===== src/pkg/reload_timer_params.svh =====
// constants for the five-channel reload down-timer group
`ifndef RELOAD_TIMER_PARAMS_SVH
`define RELOAD_TIMER_PARAMS_SVH

// ----------------------------------------------------------------
// sizes
// ----------------------------------------------------------------
`define NUM_CH        5
`define CNT_W         16
`define MODE_W        8
`define ADDR_W        8
`define DATA_W        32
`define PRE_W         9

// ----------------------------------------------------------------
// register offsets (byte addresses)
// ----------------------------------------------------------------
`define OFS_START     8'h00
`define OFS_IRQ       8'h04
`define OFS_PIN       8'h08
`define OFS_CH_BASE   8'h20
`define OFS_CH_LAST   8'h44
`define CH_IDX_HI     5
`define CH_IDX_LO     3
`define DATA_SEL_BIT  2
`define PIN_IN_LSB    8

// ----------------------------------------------------------------
// mode register fields and reset values
// ----------------------------------------------------------------
`define MB_PULSE      2
`define MB_GATE_POL   3
`define MB_GATE_EN    4
`define MB_GATE_RLD   5
`define MB_SRC_HI     7
`define MB_SRC_LO     6
`define MODE_RST      8'h00
`define CNT_RST       16'h0000
`define CNT_ZERO      16'h0000
`define CNT_ONE       16'h0001

// ----------------------------------------------------------------
// count source dividers: tick when the masked prescaler bits are all ones
// ----------------------------------------------------------------
`define SRC_MASK0     9'h001
`define SRC_MASK1     9'h00F
`define SRC_MASK2     9'h03F
`define SRC_MASK3     9'h1FF
`define PRE_ONE       9'h001

`endif


===== src/pkg/reload_timer_pkg.sv =====
// types shared by the reload down-timer group
`default_nettype none
`include "reload_timer_params.svh"

package reload_timer_pkg;

	// operating mode held in mode bits 1:0
	typedef enum logic [1:0] {
		MODE_TIMER   = 2'b00,
		MODE_EVENT   = 2'b01,
		MODE_ONESHOT = 2'b10,
		MODE_PWM     = 2'b11
	} timer_mode_t;

	// state of one channel
	typedef struct packed {
		logic [`CNT_W-1:0] counter;
		logic [`CNT_W-1:0] reload;
		logic              out_level;
		logic              gate_prev;
		logic              zero_evt;
	} chan_state_t;

	// state of the register file and prescaler
	typedef struct packed {
		logic [`PRE_W-1:0]                 prescale;
		logic [`NUM_CH-1:0]                start;
		logic [`NUM_CH-1:0]                irq;
		logic [`NUM_CH-1:0][`MODE_W-1:0]   mode;
		logic [`DATA_W-1:0]                rdata;
		logic                              slverr;
	} top_state_t;

endpackage : reload_timer_pkg
`default_nettype wire


===== src/rtl/timer_channel.sv =====
// one down-counting reload timer channel with pulse output and gate
`timescale 1ns/100ps
`default_nettype none
`include "reload_timer_params.svh"

module timer_channel
	import reload_timer_pkg::*;
(
	// clock and reset
	input  wire logic                pclk,
	input  wire logic                presetn,
	// control
	input  wire logic [`MODE_W-1:0]  mode,
	input  wire logic                start,
	input  wire logic                tick,
	input  wire logic                wr_stb,
	input  wire logic [`CNT_W-1:0]   wr_data,
	// pins
	input  wire logic                in_pin,
	output logic                     out_pin,
	output logic                     out_pin_en,
	// status
	output logic [`CNT_W-1:0]        count,
	output logic                     zero_evt
);

	chan_state_t st;
	chan_state_t next_st;
	logic        timer_mode;
	logic        gate_en;
	logic        gate_level;
	logic        run;
	logic        restart;
	logic        step;

	// next-state logic: count, reload, toggle, gate
	always_comb begin
		next_st    = st;
		next_st.zero_evt = 1'b0;
		timer_mode = (timer_mode_t'(mode[1:0]) == MODE_TIMER);
		gate_en    = mode[`MB_GATE_EN];
		gate_level = mode[`MB_GATE_POL] ? in_pin : ~in_pin;
		run        = start & timer_mode & (~gate_en | gate_level);
		restart    = run & gate_en & mode[`MB_GATE_RLD] & ~st.gate_prev;
		step       = tick & run;
		if (tick) begin
			next_st.gate_prev = gate_en & gate_level;
		end
		if (step) begin
			if (restart) begin
				next_st.counter = st.reload;
			end else if (st.counter == `CNT_ZERO) begin
				next_st.counter   = st.reload;
				next_st.zero_evt  = 1'b1;
				next_st.out_level = ~st.out_level;
			end else begin
				next_st.counter = st.counter - `CNT_ONE;
			end
		end
		// a busy channel only takes the new value at its next reload
		if (wr_stb) begin
			next_st.reload = wr_data;
			if (!start) begin
				next_st.counter = wr_data;
			end
		end
		if (!start) begin
			next_st.out_level = 1'b0;
		end
	end

	// state register
	always_ff @(posedge pclk or negedge presetn) begin
		if (!presetn) begin
			st <= '0;
		end else begin
			st <= next_st;
		end
	end

	assign count      = st.counter;
	assign zero_evt   = st.zero_evt;
	assign out_pin    = st.out_level & start;
	assign out_pin_en = mode[`MB_PULSE];
endmodule : timer_channel
`default_nettype wire


===== src/rtl/reload_down_timer_with_gate.sv =====
// five-channel reload down-timer group with APB register access
//
// Summary of operation
// - eight 16-bit timers exist; this block is the five-channel group.
// - mode bits 1:0 choose the mode; 00 is plain timer mode.
// - mode bits 3 to 5 set gating; bit 3 ignored while bit 4 is zero.
// - mode bits 7:6 pick the channel's count source clock.
// - a channel counts only while its count-start bit is one.
// - at zero: set the request bit, reload the counter, keep counting.
// - data written to a halted channel goes to reload and counter.
// - data written to a running channel goes to reload only.
// - reading the data register returns the live counter.
// - a loaded value n divides the count source by n plus one.
// - with mode bit 2 set, the output pin toggles at every zero.
// - halted with pulse output enabled, the output pin is low.
// - bit 2 clear frees the output pin; bit 4 clear frees the input pin.
// - bit 4 set: count only while the input pin is at the bit 3 level.
// - gate without reload resumes from the held value.
// - gate with reload reloads on each restart; first zero after n plus two.
`timescale 1ns/100ps
`default_nettype none
`include "reload_timer_params.svh"

module reload_down_timer_with_gate
	import reload_timer_pkg::*;
(
	// clock and reset
	input  wire logic                pclk,
	input  wire logic                presetn,
	// APB slave
	input  wire logic                psel,
	input  wire logic                penable,
	input  wire logic                pwrite,
	input  wire logic [`ADDR_W-1:0]  paddr,
	input  wire logic [`DATA_W-1:0]  pwdata,
	output logic      [`DATA_W-1:0]  prdata,
	output logic                     pready,
	output logic                     pslverr,
	// timer pins
	input  wire logic [`NUM_CH-1:0]  channel_input_pin,
	output logic      [`NUM_CH-1:0]  channel_output_pin,
	output logic      [`NUM_CH-1:0]  channel_output_pin_oe,
	output logic      [`NUM_CH-1:0]  channel_input_pin_used
);

	// ----------------------------------------------------------------
	// state and wiring
	// ----------------------------------------------------------------
	top_state_t                      st;
	top_state_t                      next_st;
	logic                            setup;
	logic                            access;
	logic                            hit_start;
	logic                            hit_irq;
	logic                            hit_pin;
	logic                            hit_ch;
	logic                            hit_data;
	logic      [`ADDR_W-1:0]         ch_off;
	logic      [2:0]                 ch_idx;
	logic      [`NUM_CH-1:0]         wr_data_stb;
	logic      [`NUM_CH-1:0]         src_tick;
	logic      [`NUM_CH-1:0]         zero_all;
	logic      [`NUM_CH-1:0][`CNT_W-1:0] count_all;
	logic      [`NUM_CH-1:0]         irq_clear;

	// count source taps from the shared prescaler
	function automatic logic tap(input logic [`PRE_W-1:0] pre,
	                             input logic [1:0] sel);
		logic [`PRE_W-1:0] mask;
		mask = `SRC_MASK0;
		case (sel)
			2'h0: mask = `SRC_MASK0;
			2'h1: mask = `SRC_MASK1;
			2'h2: mask = `SRC_MASK2;
			default: mask = `SRC_MASK3;
		endcase
		return (pre & mask) == mask;
	endfunction : tap

	// ----------------------------------------------------------------
	// address decode
	// ----------------------------------------------------------------
	// setup and access phase of the APB transfer; writes land in access
	assign setup  = psel & ~penable;
	assign access = psel & penable;
	assign ch_off = paddr - `OFS_CH_BASE;
	assign ch_idx = ch_off[`CH_IDX_HI:`CH_IDX_LO];

	// one register per aligned word; the channel window is checked by range
	always_comb begin
		hit_start = 1'b0;
		hit_irq   = 1'b0;
		hit_pin   = 1'b0;
		hit_ch    = 1'b0;
		hit_data  = 1'b0;
		if (paddr[1:0] != 2'h0) begin
			hit_ch = 1'b0;
		end else if (paddr == `OFS_START) begin
			hit_start = 1'b1;
		end else if (paddr == `OFS_IRQ) begin
			hit_irq = 1'b1;
		end else if (paddr == `OFS_PIN) begin
			hit_pin = 1'b1;
		end else if (paddr >= `OFS_CH_BASE && paddr <= `OFS_CH_LAST) begin
			hit_ch   = 1'b1;
			hit_data = paddr[`DATA_SEL_BIT];
		end
	end

	// request bits clear when software writes a one
	assign irq_clear = (access & pwrite & hit_irq) ? pwdata[`NUM_CH-1:0] : '0;

	// ----------------------------------------------------------------
	// channels
	// ----------------------------------------------------------------
	genvar gi;
	generate
		for (gi = 0; gi < `NUM_CH; gi = gi + 1) begin : gen_ch
			assign src_tick[gi] = tap(st.prescale,
				st.mode[gi][`MB_SRC_HI:`MB_SRC_LO]);
			assign wr_data_stb[gi] = access & pwrite & hit_ch & hit_data
				& (ch_idx == 3'(gi));
			assign channel_input_pin_used[gi] = st.mode[gi][`MB_GATE_EN];

			timer_channel u_ch (
				.pclk       (pclk),
				.presetn    (presetn),
				.mode       (st.mode[gi]),
				.start      (st.start[gi]),
				.tick       (src_tick[gi]),
				.wr_stb     (wr_data_stb[gi]),
				.wr_data    (pwdata[`CNT_W-1:0]),
				.in_pin     (channel_input_pin[gi]),
				.out_pin    (channel_output_pin[gi]),
				.out_pin_en (channel_output_pin_oe[gi]),
				.count      (count_all[gi]),
				.zero_evt   (zero_all[gi])
			);
		end
	endgenerate

	// ----------------------------------------------------------------
	// register file next state
	// ----------------------------------------------------------------
	// read data is sampled in the setup cycle so prdata comes from a flop;
	// the counter value shown is the one at the setup edge
	always_comb begin
		next_st = st;
		next_st.prescale = st.prescale + `PRE_ONE;
		// a zero event in the same cycle as a clear keeps the bit set
		next_st.irq = (st.irq & ~irq_clear) | zero_all;
		if (access && pwrite) begin
			if (hit_start) begin
				next_st.start = pwdata[`NUM_CH-1:0];
			end else if (hit_ch && !hit_data) begin
				next_st.mode[ch_idx] = pwdata[`MODE_W-1:0];
			end
		end
		if (setup) begin
			next_st.rdata  = '0;
			next_st.slverr = 1'b0;
			if (pwrite) begin
				next_st.slverr = ~(hit_start | hit_irq | hit_pin | hit_ch);
			end else if (hit_start) begin
				next_st.rdata[`NUM_CH-1:0] = st.start;
			end else if (hit_irq) begin
				next_st.rdata[`NUM_CH-1:0] = st.irq;
			end else if (hit_pin) begin
				next_st.rdata[`NUM_CH-1:0] = channel_output_pin;
				next_st.rdata[`PIN_IN_LSB +: `NUM_CH] = channel_input_pin;
			end else if (hit_ch && hit_data) begin
				next_st.rdata[`CNT_W-1:0] = count_all[ch_idx];
			end else if (hit_ch) begin
				next_st.rdata[`MODE_W-1:0] = st.mode[ch_idx];
			end else begin
				next_st.slverr = 1'b1;
			end
		end
	end

	// state register; reset halts every channel
	always_ff @(posedge pclk or negedge presetn) begin
		if (!presetn) begin
			st <= '0;
		end else begin
			st <= next_st;
		end
	end

	// ----------------------------------------------------------------
	// bus outputs
	// ----------------------------------------------------------------
	// zero wait states: the setup cycle has already prepared the answer
	assign pready  = 1'b1;
	assign prdata  = st.rdata;
	assign pslverr = st.slverr & access;
endmodule : reload_down_timer_with_gate
`default_nettype wire


===== config.mk =====
export PLATFORM = sky130hd
export DESIGN_NAME = reload_down_timer_with_gate
export DESIGN_NICKNAME = d
export VERILOG_FILES = /design/src/pkg/reload_timer_pkg.sv /design/src/rtl/timer_channel.sv /design/src/rtl/reload_down_timer_with_gate.sv
export VERILOG_INCLUDE_DIRS = /design/src /design/src/pkg
export SDC_FILE = /design/constraint.sdc
export NUM_CORES = 1
export LEC_CHECK = 0
export ABC_AREA = 0
export BUFFER_PORTS_ARGS = -buffer_cell sky130_fd_sc_hd__buf_2
export CAP_MARGIN = 30
export CELL_PAD_IN_SITES_DETAIL_PLACEMENT = 0
export CELL_PAD_IN_SITES_GLOBAL_PLACEMENT = 1
export CORE_MARGIN = 3
export CORE_UTILIZATION = 43
export DETAILED_ROUTE_END_ITERATION = 16
export GPL_TIMING_DRIVEN = 0
export MAX_ROUTING_LAYER = met4
export PLACE_DENSITY = 0.83
export SLEW_MARGIN = 10
export SYNTH_ARGS = -nofsm -noshare
export SYNTH_HDL_FRONTEND = slang
export SYNTH_SLANG_ARGS = --single-unit

===== constraint.sdc =====
create_clock -name pclk -period 2.6 [get_ports pclk]
set_input_delay 0.52 -clock pclk [delete_from_list [all_inputs] [get_ports pclk]]
set_output_delay 0.52 -clock pclk [all_outputs]
set_load 0.01 [all_outputs]

==> metrics.txt, run 1 <==
run status complete, but fails checks; failing checks negative setup slack; min Tclk post-route 2618 ps; Synth warnings 0; clock root buffer master clkbuf_16; Slew @ Worst Pin 1151 ps; Final Slew Violations 0; drt total wl 52590 um; Netlist cell types 78; GR Util All Layers 0.2935; Synth Area per Inst 9.603 sq um; Die X 190.3 um; max-cap viol count 0; Filler cells 3023; Antenna Nets Post-Route 0; port bufs 57; power per cell area 596.5 nW/um^2; clock sink total 251; share of layout cells above drive strength 1 0.2773; RSZ-0062 raised after global routing true; Wirelength per Cell 24.86 um; clock slew seen by the registers of the worst setup and hold paths 60 ps; CTS Buf Count 29; CTS tree yes; Final WS setup -17.86 ps; total congestion overflow 0; initial core utilization 0.4422; H-tree depth 1; WP depth 10; delay-heaviest family, CP simple AND/OR/NAND/NOR gates; Bufs and invs on worst path 3; skew final 27.10 ps; detailed-router iteration count before antenna repair 5; Syn Inst Count 1521; Hold WS 240.2 ps; crit path capture type flip-flop; Synth Flop Type dfrtp_1; Worst Path Class, Setup flip-flop to flip-flop; total leakage power 7.716 nW; FF-to-FF path depth 10; Tightest Hold Check Type input port to flip-flop; # rows 66; Synth Cell Area 14610 sq um; RD Place Congestion 1.004; die area 36220 sq um; Vias/cell 6.233; EDFF count, synth 0; first-pass GRT wire length 79180 um; largest net degree at the start of global routing 110; CP max FO 7; 1st-iter DRT viols 1434; ys async rst share 1.000; Rel. slew slack 0.2325; # DRC 0; P&R area growth vs syn 17.93%; slowest stage delay, CP 480 ps; critical path arrival 3050 ps; initial antenna violation count 0; half-perimeter wire length after detailed placement 37660 um; CP max stage cell or4b_4; register area share after synthesis 0.4300; clk buf depth 3; final core utilization 0.5215; I/O pin count 99; required time worst endpoint 3030 ps; register bit total from synthesis 251; Nets 1711; core footprint 33030 sq um; vias in the first global route 12537; cell count of the worst hold path 2; Die Ht 190.3 um; # diodes 0; worst-skew pair later-pin latency 570 ps; FMAX 0.3820 GHz; final setup violation count 5; Tcrit/Tclk final 1.007; via total after detailed routing 13182; Peak VDD IR 431.7 uV; critical-path cell list inv_2 -> ha_4 -> or4b_4 -> nor4_4 -> or2_1 -> buf_6 -> buf_12 -> mux2_4 -> o221ai_2 -> o21ai_1; endpoints failing hold 0; Startpoint Class flip-flop
flip-flops by register name (all words and copies together) (netlist names):
signal	cells
channel_input_pin_used	5
gen_ch.u_ch.count	80
gen_ch.u_ch.st	90
gen_ch.u_ch.zero_evt	5
prdata	16
st	55
Yosys cell counts (6+ instances only):
| cell type | count | share of area |
|---|---|---|
| a221oi_1 | 12 | 0.0072 |
| o211ai_1 | 18 | 0.0093 |
| buf_1 | 10 | 0.0026 |
| xnor2_1 | 10 | 0.0060 |
| nand2_1 | 111 | 0.029 |
| o31ai_1 | 6 | 0.0031 |
| a22oi_1 | 28 | 0.014 |
| a31oi_1 | 10 | 0.0043 |
| nor3_1 | 54 | 0.019 |
| nor4_1 | 28 | 0.012 |
| and3_1 | 10 | 0.0043 |
| or3_1 | 13 | 0.0056 |
| xor2_1 | 10 | 0.0060 |
| o21a_1 | 9 | 0.0046 |
| o22a_1 | 15 | 0.0090 |
| a22o_1 | 6 | 0.0036 |
| nand2b_1 | 13 | 0.0056 |
| clkbuf_1 | 74 | 0.019 |
| a21oi_1 | 90 | 0.031 |
| ha_1 | 11 | 0.0094 |
| a211oi_1 | 17 | 0.0087 |
| nor3b_1 | 12 | 0.0062 |
| mux4_2 | 7 | 0.011 |
| o22ai_1 | 24 | 0.010 |
| nor2_1 | 116 | 0.030 |
| dfrtp_1 | 251 | 0.43 |
| mux2i_1 | 20 | 0.014 |
| buf_2 | 13 | 0.0045 |
| a21o_1 | 9 | 0.0046 |
| nand4_1 | 14 | 0.0060 |
| inv_1 | 24 | 0.0062 |
| mux2_2 | 151 | 0.12 |
| and2_1 | 17 | 0.0073 |
| buf_4 | 49 | 0.025 |
| o41ai_1 | 11 | 0.0066 |
| nand3_1 | 40 | 0.014 |
| nor2b_1 | 7 | 0.0030 |
| or4_1 | 13 | 0.0067 |
| o21ai_0 | 106 | 0.036 |
stage by stage:
stage	setup WS [ps]	cell area [sq um]	total power, mW	instances	setup TNS, ps
floorplan	9.828	14660	5.088	1536	0
global placement	-3587	15500	5.608	2035	-1012910
detailed placement	-983.3	15590	5.637	2040	-122220
CTS	10.23	16890	10.23	2109	0
global route	-109.4	17230	10.60	2115	-635.1
finish	-17.86	17230	10.27	2115	-53.31
layout make-up:
class | count | area, sq um | area share
Multi-Input combinational cell | 1108 | 7799 | 0.4527
Sequential cell | 251 | 6290 | 0.3651
Buffer | 149 | 858.3 | 0.04983
Clock buffer | 33 | 770.7 | 0.04474
Timing Repair Buffer | 86 | 563.0 | 0.03269
Tap cell | 442 | 553.0 | 0.03211
Clock inverter | 21 | 297.8 | 0.01729
Inverter | 25 | 93.84 | 0.005448
worst register-to-register path, cell delays in order, from the launching register on:
cell,delay [ps]
dfrtp_2,420
inv_2,80
ha_4,120
or4b_4,480
nor4_4,390
or2_1,180
buf_6,130
buf_12,140
mux2_4,300
o221ai_2,150
o21ai_1,80
cells in the final DEF, fill, tap and decap left out, drive strengths merged, types with 13 or more instances in the layout:
cell type | Yosys | layout
nand3 | 40 | 40
inv | 24 | 26
conb | 2 | 17
o22ai | 24 | 24
nand2b | 13 | 13
a21oi | 90 | 90
buf | 77 | 160
mux2 | 151 | 151
nor2 | 121 | 121
o21ai | 109 | 109
a22oi | 28 | 28
clkbuf | 75 | 107
or3 | 13 | 13
o211ai | 18 | 18
mux2i | 20 | 20
nor4 | 31 | 31
and2 | 17 | 17
o22a | 15 | 15
nand2 | 111 | 111
dfrtp | 251 | 251
nor3 | 55 | 55
nand4 | 14 | 14
a211oi | 17 | 17
or4 | 13 | 13
routing by layer:
metal | part of all wire | GRT usage | wire, um | up-vias
li1 | - | - | - | 5831
met1 | 0.43 | 0.4124 | 22860 | 6559
met2 | 0.44 | 0.4423 | 23330 | 684
met3 | 0.088 | 0.04540 | 4604 | 108
met4 | 0.034 | 0.08693 | 1787 | 0
met5 | 0 | - | 0 | -
power breakdown:
part           switching (mW)  internal, mW
sequential              0.203          4.04
combinational           0.932         0.530
clock                    1.75          2.82
total                    2.89          7.39
kinds of logic after synthesis:
group                      share of synthesized area
other                                      0.0005142
adders and majority gates                   0.009423
DFF                                           0.4300
AOI/OAI and AO/OA                             0.1769
buffers and inverters                        0.06305
muxes                                         0.1409
and+or+nand+nor                               0.1672
xor gates and xnor gates                     0.01199
worst paths after layout:
check	start	endpoint	slack, ps
worst max register to register	gen_ch[1].u_ch.count[0]$_DFF_PN0_	gen_ch[1].u_ch.count[2]$_DFF_PN0_	-20
worst min-delay path	pwrite	prdata[13]$_DFFE_PN0P_	240
worst max-delay path	gen_ch[1].u_ch.count[0]$_DFF_PN0_	gen_ch[1].u_ch.count[2]$_DFF_PN0_	-20
worst min register to register	gen_ch[2].u_ch.zero_evt$_DFF_PN0_	st[75]$_DFF_PN0_	430
max in group asynchronous	presetn	gen_ch[1].u_ch.count[0]$_DFF_PN0_	800
min in group asynchronous	presetn	gen_ch[4].u_ch.st[10]$_DFFE_PN0P_	430
timing repair:
action | 4_1_cts | 5_1_grt
hold buffers | 1 | 0
resized for setup | 35 | 72
endpoints found under the hold margin | 35 | 0
pin swaps | 5 | 14
buffers inserted | 14 | 7
endpoints found under the setup margin | 162 | 89
Note: power is estimated with default switching activity, not from simulation.
==> run 2, diff against run 1 <==
CORE_UTILIZATION = 48   (was 43)
PLACE_DENSITY = 0.88   (was 0.83)
clock period = 2.5 ns   (was 2.6 ns; I/O delays follow)
==> metrics.txt, run 2 (synthesis gave the netlist of run 1 again) <==
Slew @ Worst Pin 1048 ps (was 1151 ps); switching power 2.936 mW (was 2.886 mW); Bufs and invs on worst path 3 (unchanged); clock root buffer master clkbuf_16 (unchanged); most frequent cells in the layout 241 x dfrtp_1, 147 x mux2_2, 113 x nor2_1 (was 244 x dfrtp_1, 149 x mux2_2, 114 x nor2_1); Wirelength per Cell 24.96 um (was 24.86 um); Hold WS 201.1 ps (was 240.2 ps); # DRC 0 (unchanged); cell mode on critical path buf_2; first-pass GRT wire length 78530 um (was 79180 um); I/O pin count 99 (unchanged); via total after detailed routing 13361 (was 13182); Startpoint Class input port (was flip-flop); initial core utilization 0.4902 (was 0.4422); skew final 10.19 ps (was 27.10 ps); Internal 7.301 mW (was 7.389 mW); cell count of the worst hold path 2 (unchanged); Nets 1703 (was 1711); total congestion overflow 0 (unchanged); CP max stage cell nor2_2 (was or4b_4); critical-path cell list buf_2 -> buf_2 -> nor2_1 -> nand3b_1 -> or3_1 -> clkbuf_1 -> nor2_2 -> mux2_2 (was inv_2 -> ha_4 -> or4b_4 -> nor4_4 -> or2_1 -> buf_6 -> buf_12 -> mux2_4 -> o221ai_2 -> o21ai_1); die area 32560 sq um (was 36220 sq um); clock slew seen by the registers of the worst setup and hold paths 60 ps (about the same); Tightest Hold Check Type input port to flip-flop (unchanged); most common cell after layout, fill and taps aside dfrtp_1 (unchanged); FF/Latch Area 6294 sq um (was 6290 sq um); core footprint 29800 sq um (was 33030 sq um); worst-skew pair later-pin latency 560 ps (was 570 ps); Die X 180.4 um (was 190.3 um); Final Slew Violations 0 (unchanged); total leakage power 7.684 nW (was 7.716 nW); WP depth 8 (was 10); 1st-iter DRT viols 1624 (was 1434); Peak VDD IR 520.2 uV (was 431.7 uV); failing checks negative setup slack (unchanged); port bufs 57 (unchanged); initial antenna violation count 0 (unchanged); CTS tree yes (unchanged); max reg flops 90 (unchanged); max-cap viol count 0 (unchanged); delay-heaviest family, CP simple AND/OR/NAND/NOR gates (unchanged); placed cell area 15530 sq um (was 15590 sq um); clock sink total 251 (unchanged); detailed-router iteration count before antenna repair 5 (unchanged); clock share of power 0.422 (was 0.445); Seq pwr share 0.431 (was 0.413); run status complete, but fails checks (unchanged); Filler cells 2606 (was 3023); Die Ht 180.4 um (was 190.3 um); Reg2Reg Setup Slack -10 ps (was -20 ps); Final WS setup -43.52 ps (was -17.86 ps); vias in the first global route 12747 (was 12537); CTS Buf Count 30 (was 29); Most flops, register gen_ch.u_ch.st (unchanged); footprint of the multi-input gates 7828 sq um (was 7799 sq um); Worst Path Class, Setup input port to flip-flop (was flip-flop to flip-flop); crit path capture type flip-flop (unchanged); slowest stage delay, CP 460 ps (was 480 ps); share of layout cells above drive strength 1 0.2811 (was 0.2773); min Tclk post-route 2544 ps; FMAX 0.3932 GHz; combinational power share 0.147 (was 0.142); RSZ-0062 raised after global routing true (unchanged); GR Util All Layers 0.3162 (was 0.2935); half-perimeter wire length after detailed placement 36500 um (was 37660 um); endpoints failing hold 0 (unchanged); H-tree depth 1 (unchanged); largest net degree at the start of global routing 112 (was 110); # rows 63 (was 66); Vias/cell 6.499 (was 6.233); Antenna Nets Post-Route 0 (unchanged); FF-to-FF path depth 9 (was 10); clk buf depth 3 (unchanged); drt total wl 51320 um (was 52590 um); switching share of power 0.2868 (was 0.2808); P&R area growth vs syn 16.82% (was 17.93%); Tcrit/Tclk final 1.017; power per cell area 600.0 nW/um^2 (was 596.5 nW/um^2); critical path arrival 2990 ps (was 3050 ps); CP max FO 10 (was 7); RD Place Congestion 0.9991 (was 1.004); Rel. slew slack 0.2947 (was 0.2325); final setup violation count 18 (was 5); required time worst endpoint 2940 ps (was 3030 ps); fin area 17060 sq um (was 17230 sq um)
[run 2: worst paths after layout]
path	startpoint	endpoint
max	paddr[5]	st[57]$_DFFE_PN0P_
min	pwrite	prdata[13]$_DFFE_PN0P_
max reg2reg	gen_ch[1].u_ch.count[2]$_DFF_PN0_	gen_ch[1].u_ch.count[2]$_DFF_PN0_
min reg2reg	gen_ch[4].u_ch.zero_evt$_DFF_PN0_	st[77]$_DFF_PN0_
max in group asynchronous	presetn	gen_ch[1].u_ch.count[0]$_DFF_PN0_
min in group asynchronous	presetn	gen_ch[4].u_ch.st[2]$_DFFE_PN0P_
[run 2: per-stage QoR]
stage	util	total power, mW	TNS, ps	setup slack [ps]	cells
after global placement	0.5186	5.814	-1015100	-3605	1983
after CTS	0.5661	10.19	-1.085	-1.085	2054
after detailed placement	0.5214	5.848	-112580	-828.4	1988
final	0.5726	10.24	-386.1	-43.52	2056
after floorplan	-	5.293	-52.61	-14.43	1536
after global routing	0.5726	10.61	-1115	-70.99	2055
[run 2: what timing repair did]
action / 4_1_cts / 5_1_grt
gates resized for setup: 58 / 64
buffers inserted: 12 / 6
pin swaps: 8 / 10
setup endpoints to repair: 131 / 109
cloned: 1 / 0
hold endpoints to repair: 46 / 0
hold buffers: 1 / 0
[run 2: area by class of cell]
cell class / instances / area share
repair buffers: 82 / 0.03168
clock buffers: 42 / 0.05199
plain buffers: 144 / 0.04906
flip-flops and latches: 251 / 0.3688
clock inverters: 13 / 0.005426
multi-input cells: 1108 / 0.4588
well taps: 390 / 0.02860
inverters: 25 / 0.005500
diodes: 1 / 0.0001467
[run 2: power groups by stage]
stage	registers [mW]	clock network [mW]	logic (mW)
floorplan	4.37	0	0.918
finish	4.41	4.32	1.50
detailed placement	4.46	0	1.39
global placement	4.46	0	1.36
CTS	4.39	4.36	1.44
global route	4.42	4.55	1.64
[run 2: worst register-to-register path: stages (launching register included)]
cell,delay (ps)
dfrtp_1,360
buf_2,190
or4b_4,560
nor4_4,220
or2_1,170
buf_6,140
buf_12,140
mux2_4,300
o221ai_2,190
o21ai_1,100
[run 2: metal layers]
| metal | GRT usage | vias to the layer above | part of all wire |
|---|---|---|---|
| met5 | - | - | 0 |
| met1 | 0.4574 | 6664 | 0.43 |
| met4 | 0.09917 | 0 | 0.032 |
| li1 | - | 5819 | - |
| met2 | 0.4671 | 772 | 0.45 |
| met3 | 0.03896 | 106 | 0.095 |
==> run 3, diff against run 2 <==
CORE_UTILIZATION = 53   (was 48)
CTS_BUF_LIST = sky130_fd_sc_hd__clkbuf_2 sky130_fd_sc_hd__clkbuf_4 sky130_fd_sc_hd__clkbuf_8   (was default)
PLACE_DENSITY = 0.95   (was 0.88)
clock period = 3 ns   (was 2.5 ns; I/O delays follow)
==> metrics.txt, run 3 (synthesis gave the netlist of run 1 again) <==
run status finished clean (was complete, but fails checks); Seq pwr share 0.436 (was 0.431); fin area 16590 sq um (was 17060 sq um); Worst Path Class, Setup flip-flop to flip-flop (was input port to flip-flop); via total after detailed routing 13381 (was 13361); most frequent cells in the layout 249 x dfrtp_1, 151 x mux2_2, 116 x nor2_1 (was 241 x dfrtp_1, 147 x mux2_2, 113 x nor2_1); total leakage power 7.537 nW (was 7.684 nW); initial core utilization 0.5405 (was 0.4902); clock root buffer master clkbuf_8 (was clkbuf_16); I/O pin count 99 (unchanged); clk buf depth 3 (unchanged); Final Slew Violations 0 (unchanged); cell count of the worst hold path 2 (unchanged); Peak VDD IR 316.9 uV (was 520.2 uV); # DRC 0 (unchanged); CTS Buf Count 44 (was 30); FMAX 0.3449 GHz; most common cell after layout, fill and taps aside dfrtp_1 (unchanged); skew final 22.39 ps (was 10.19 ps); Nets 1710 (was 1703); vias in the first global route 12660 (was 12747); largest net degree at the start of global routing 109 (was 112); crit path capture type flip-flop (unchanged); drt total wl 51150 um (was 51320 um); detailed-router iteration count before antenna repair 6 (was 5); worst-skew pair later-pin latency 570 ps (was 560 ps); Most flops, register gen_ch.u_ch.st (unchanged); switching power 2.432 mW (was 2.936 mW); Startpoint Class flip-flop (was input port); Rel. slew slack 0.3077 (was 0.2947); Die X 172.0 um (was 180.4 um); Internal 5.988 mW (was 7.301 mW); first-pass GRT wire length 77630 um (was 78530 um); # rows 60 (was 63); Tightest Hold Check Type input port to flip-flop (unchanged); GR Util All Layers 0.3550 (was 0.3162); RD Place Congestion 1.008 (was 0.9991); switching share of power 0.2888 (was 0.2868); Vias/cell 6.605 (was 6.499); H-tree depth 2 (was 1); clock slew seen by the registers of the worst setup and hold paths 60 ps (about the same); share of layout cells above drive strength 1 0.2472 (was 0.2811); P&R area growth vs syn 13.55% (was 16.82%); final setup violation count 0 (was 18); max-cap viol count 0 (unchanged); 1st-iter DRT viols 1749 (was 1624); critical path arrival 3350 ps (was 2990 ps); initial antenna violation count 2 (was 0); clock share of power 0.422 (about the same); combinational power share 0.142 (was 0.147); total congestion overflow 0 (unchanged); endpoints failing hold 0 (unchanged); Reg2Reg Setup Slack 100 ps (was -10 ps); RSZ-0062 raised after global routing false (was true); min Tclk post-route 2899 ps; clock sink total 251 (unchanged); Tcrit/Tclk final 0.9663; power per cell area 507.6 nW/um^2 (was 600.0 nW/um^2); die area 29590 sq um (was 32560 sq um); Slew @ Worst Pin 1030 ps (was 1048 ps); half-perimeter wire length after detailed placement 36650 um (was 36500 um); core footprint 27030 sq um (was 29800 sq um); Filler cells 2320 (was 2606); required time worst endpoint 3450 ps (was 2940 ps); final core utilization 0.6137 (was 0.5726); Antenna Nets Post-Route 0 (unchanged); max reg flops 90 (unchanged); FF-to-FF path depth 7 (was 9); CTS tree yes (unchanged); reg2reg start st[83]$_DFF_PN0_ (was gen_ch[1].u_ch.count[2]$_DFF_PN0_); port bufs 57 (unchanged); min-delay src pwrite (unchanged); Die Ht 172.0 um (was 180.4 um); placed cell area 15450 sq um (was 15530 sq um); CP max FO 19 (was 10); worst hold path endpoint prdata[15]$_DFFE_PN0P_ (was prdata[13]$_DFFE_PN0P_); FF-to-FF End gen_ch[3].u_ch.count[5]$_DFF_PN0_ (was gen_ch[1].u_ch.count[2]$_DFF_PN0_); Wirelength per Cell 25.25 um (was 24.96 um)
## run 3: layout make-up
class                           count  area, sq um  area share
Antenna cell                        2        5.005   0.0003018
Clock buffer                       72        897.1     0.05409
Sequential cell                   251         6284      0.3788
Clock inverter                      8        96.34    0.005809
Buffer                            151        830.8     0.05009
Multi-Input combinational cell   1108         7523      0.4536
Tap cell                          341        426.7     0.02572
Timing Repair Buffer               68        429.2     0.02588
Inverter                           25        93.84    0.005658
## run 3: worst max-delay path, stage by stage (launching register included)
cell	delay (ps)
dfrtp_1	500
nand4_1	450
a311oi_2	580
o221a_2	330
buf_2	350
o21ai_0	150
nor3b_1	170
a211oi_1	260
## run 3: repair_timing
item                                    in CTS  in global routing
pin swaps                                    1                  2
hold buffers                                 1                  0
resized for setup                            3                 22
buffers inserted                             1                  3
endpoints found under the setup margin      18                 58
endpoints found under the hold margin       49                  0
## run 3: worst max-delay path by stage
stage                           startpoint                                end  slack (ps)  cells past startpoint
after floorplan                   paddr[7]  gen_ch[3].u_ch.st[10]$_DFFE_PN0P_         380                      6
after global placement             presetn  gen_ch[3].u_ch.st[12]$_DFFE_PN0P_       -3200                      1
after detailed placement          paddr[2]  gen_ch[3].u_ch.count[8]$_DFF_PN0_        -560                      9
after CTS                 st[83]$_DFF_PN0_  gen_ch[3].u_ch.count[9]$_DFF_PN0_           5                      7
final                     st[83]$_DFF_PN0_  gen_ch[3].u_ch.count[5]$_DFF_PN0_         100                      7
after global routing              paddr[5]              prdata[9]$_DFFE_PN0P_          10                      9
## run 3: power by group through the flow
| stage | clock network [mW] | registers (mW) | logic [mW] |
|---|---|---|---|
| after floorplan | 0 | 3.65 | 0.764 |
| after global placement | 0 | 3.71 | 1.12 |
| after detailed placement | 0 | 3.72 | 1.15 |
| after CTS | 3.57 | 3.66 | 1.16 |
| after global routing | 3.74 | 3.68 | 1.31 |
| final | 3.55 | 3.67 | 1.20 |
## run 3: per-stage QoR
stage | setup slack (ps) | power [mW] | TNS (ps) | instances | hold WS [ps]
2_1_floorplan | 379.6 | 4.410 | 0 | 1536 | 304.4
3_3_place_gp | -3197 | 4.838 | -823260 | 1934 | 408.0
3_5_place_dp | -559.3 | 4.868 | -33410 | 1937 | 414.3
4_1_cts | 5.075 | 8.391 | 0 | 2019 | 275.8
5_1_grt | 12.87 | 8.723 | 0 | 2026 | 287.6
6_report | 101.0 | 8.419 | 0 | 2026 | 295.9
## run 3: routing by layer
metal	vias up	wire length (um)	share of wire	track usage
met4	0	2022	0.040	0.1236
met2	828	22240	0.43	0.5192
met1	6590	21610	0.42	0.4983
met5	-	0	0	-
met3	128	5280	0.10	0.06836
li1	5835	-	-	-
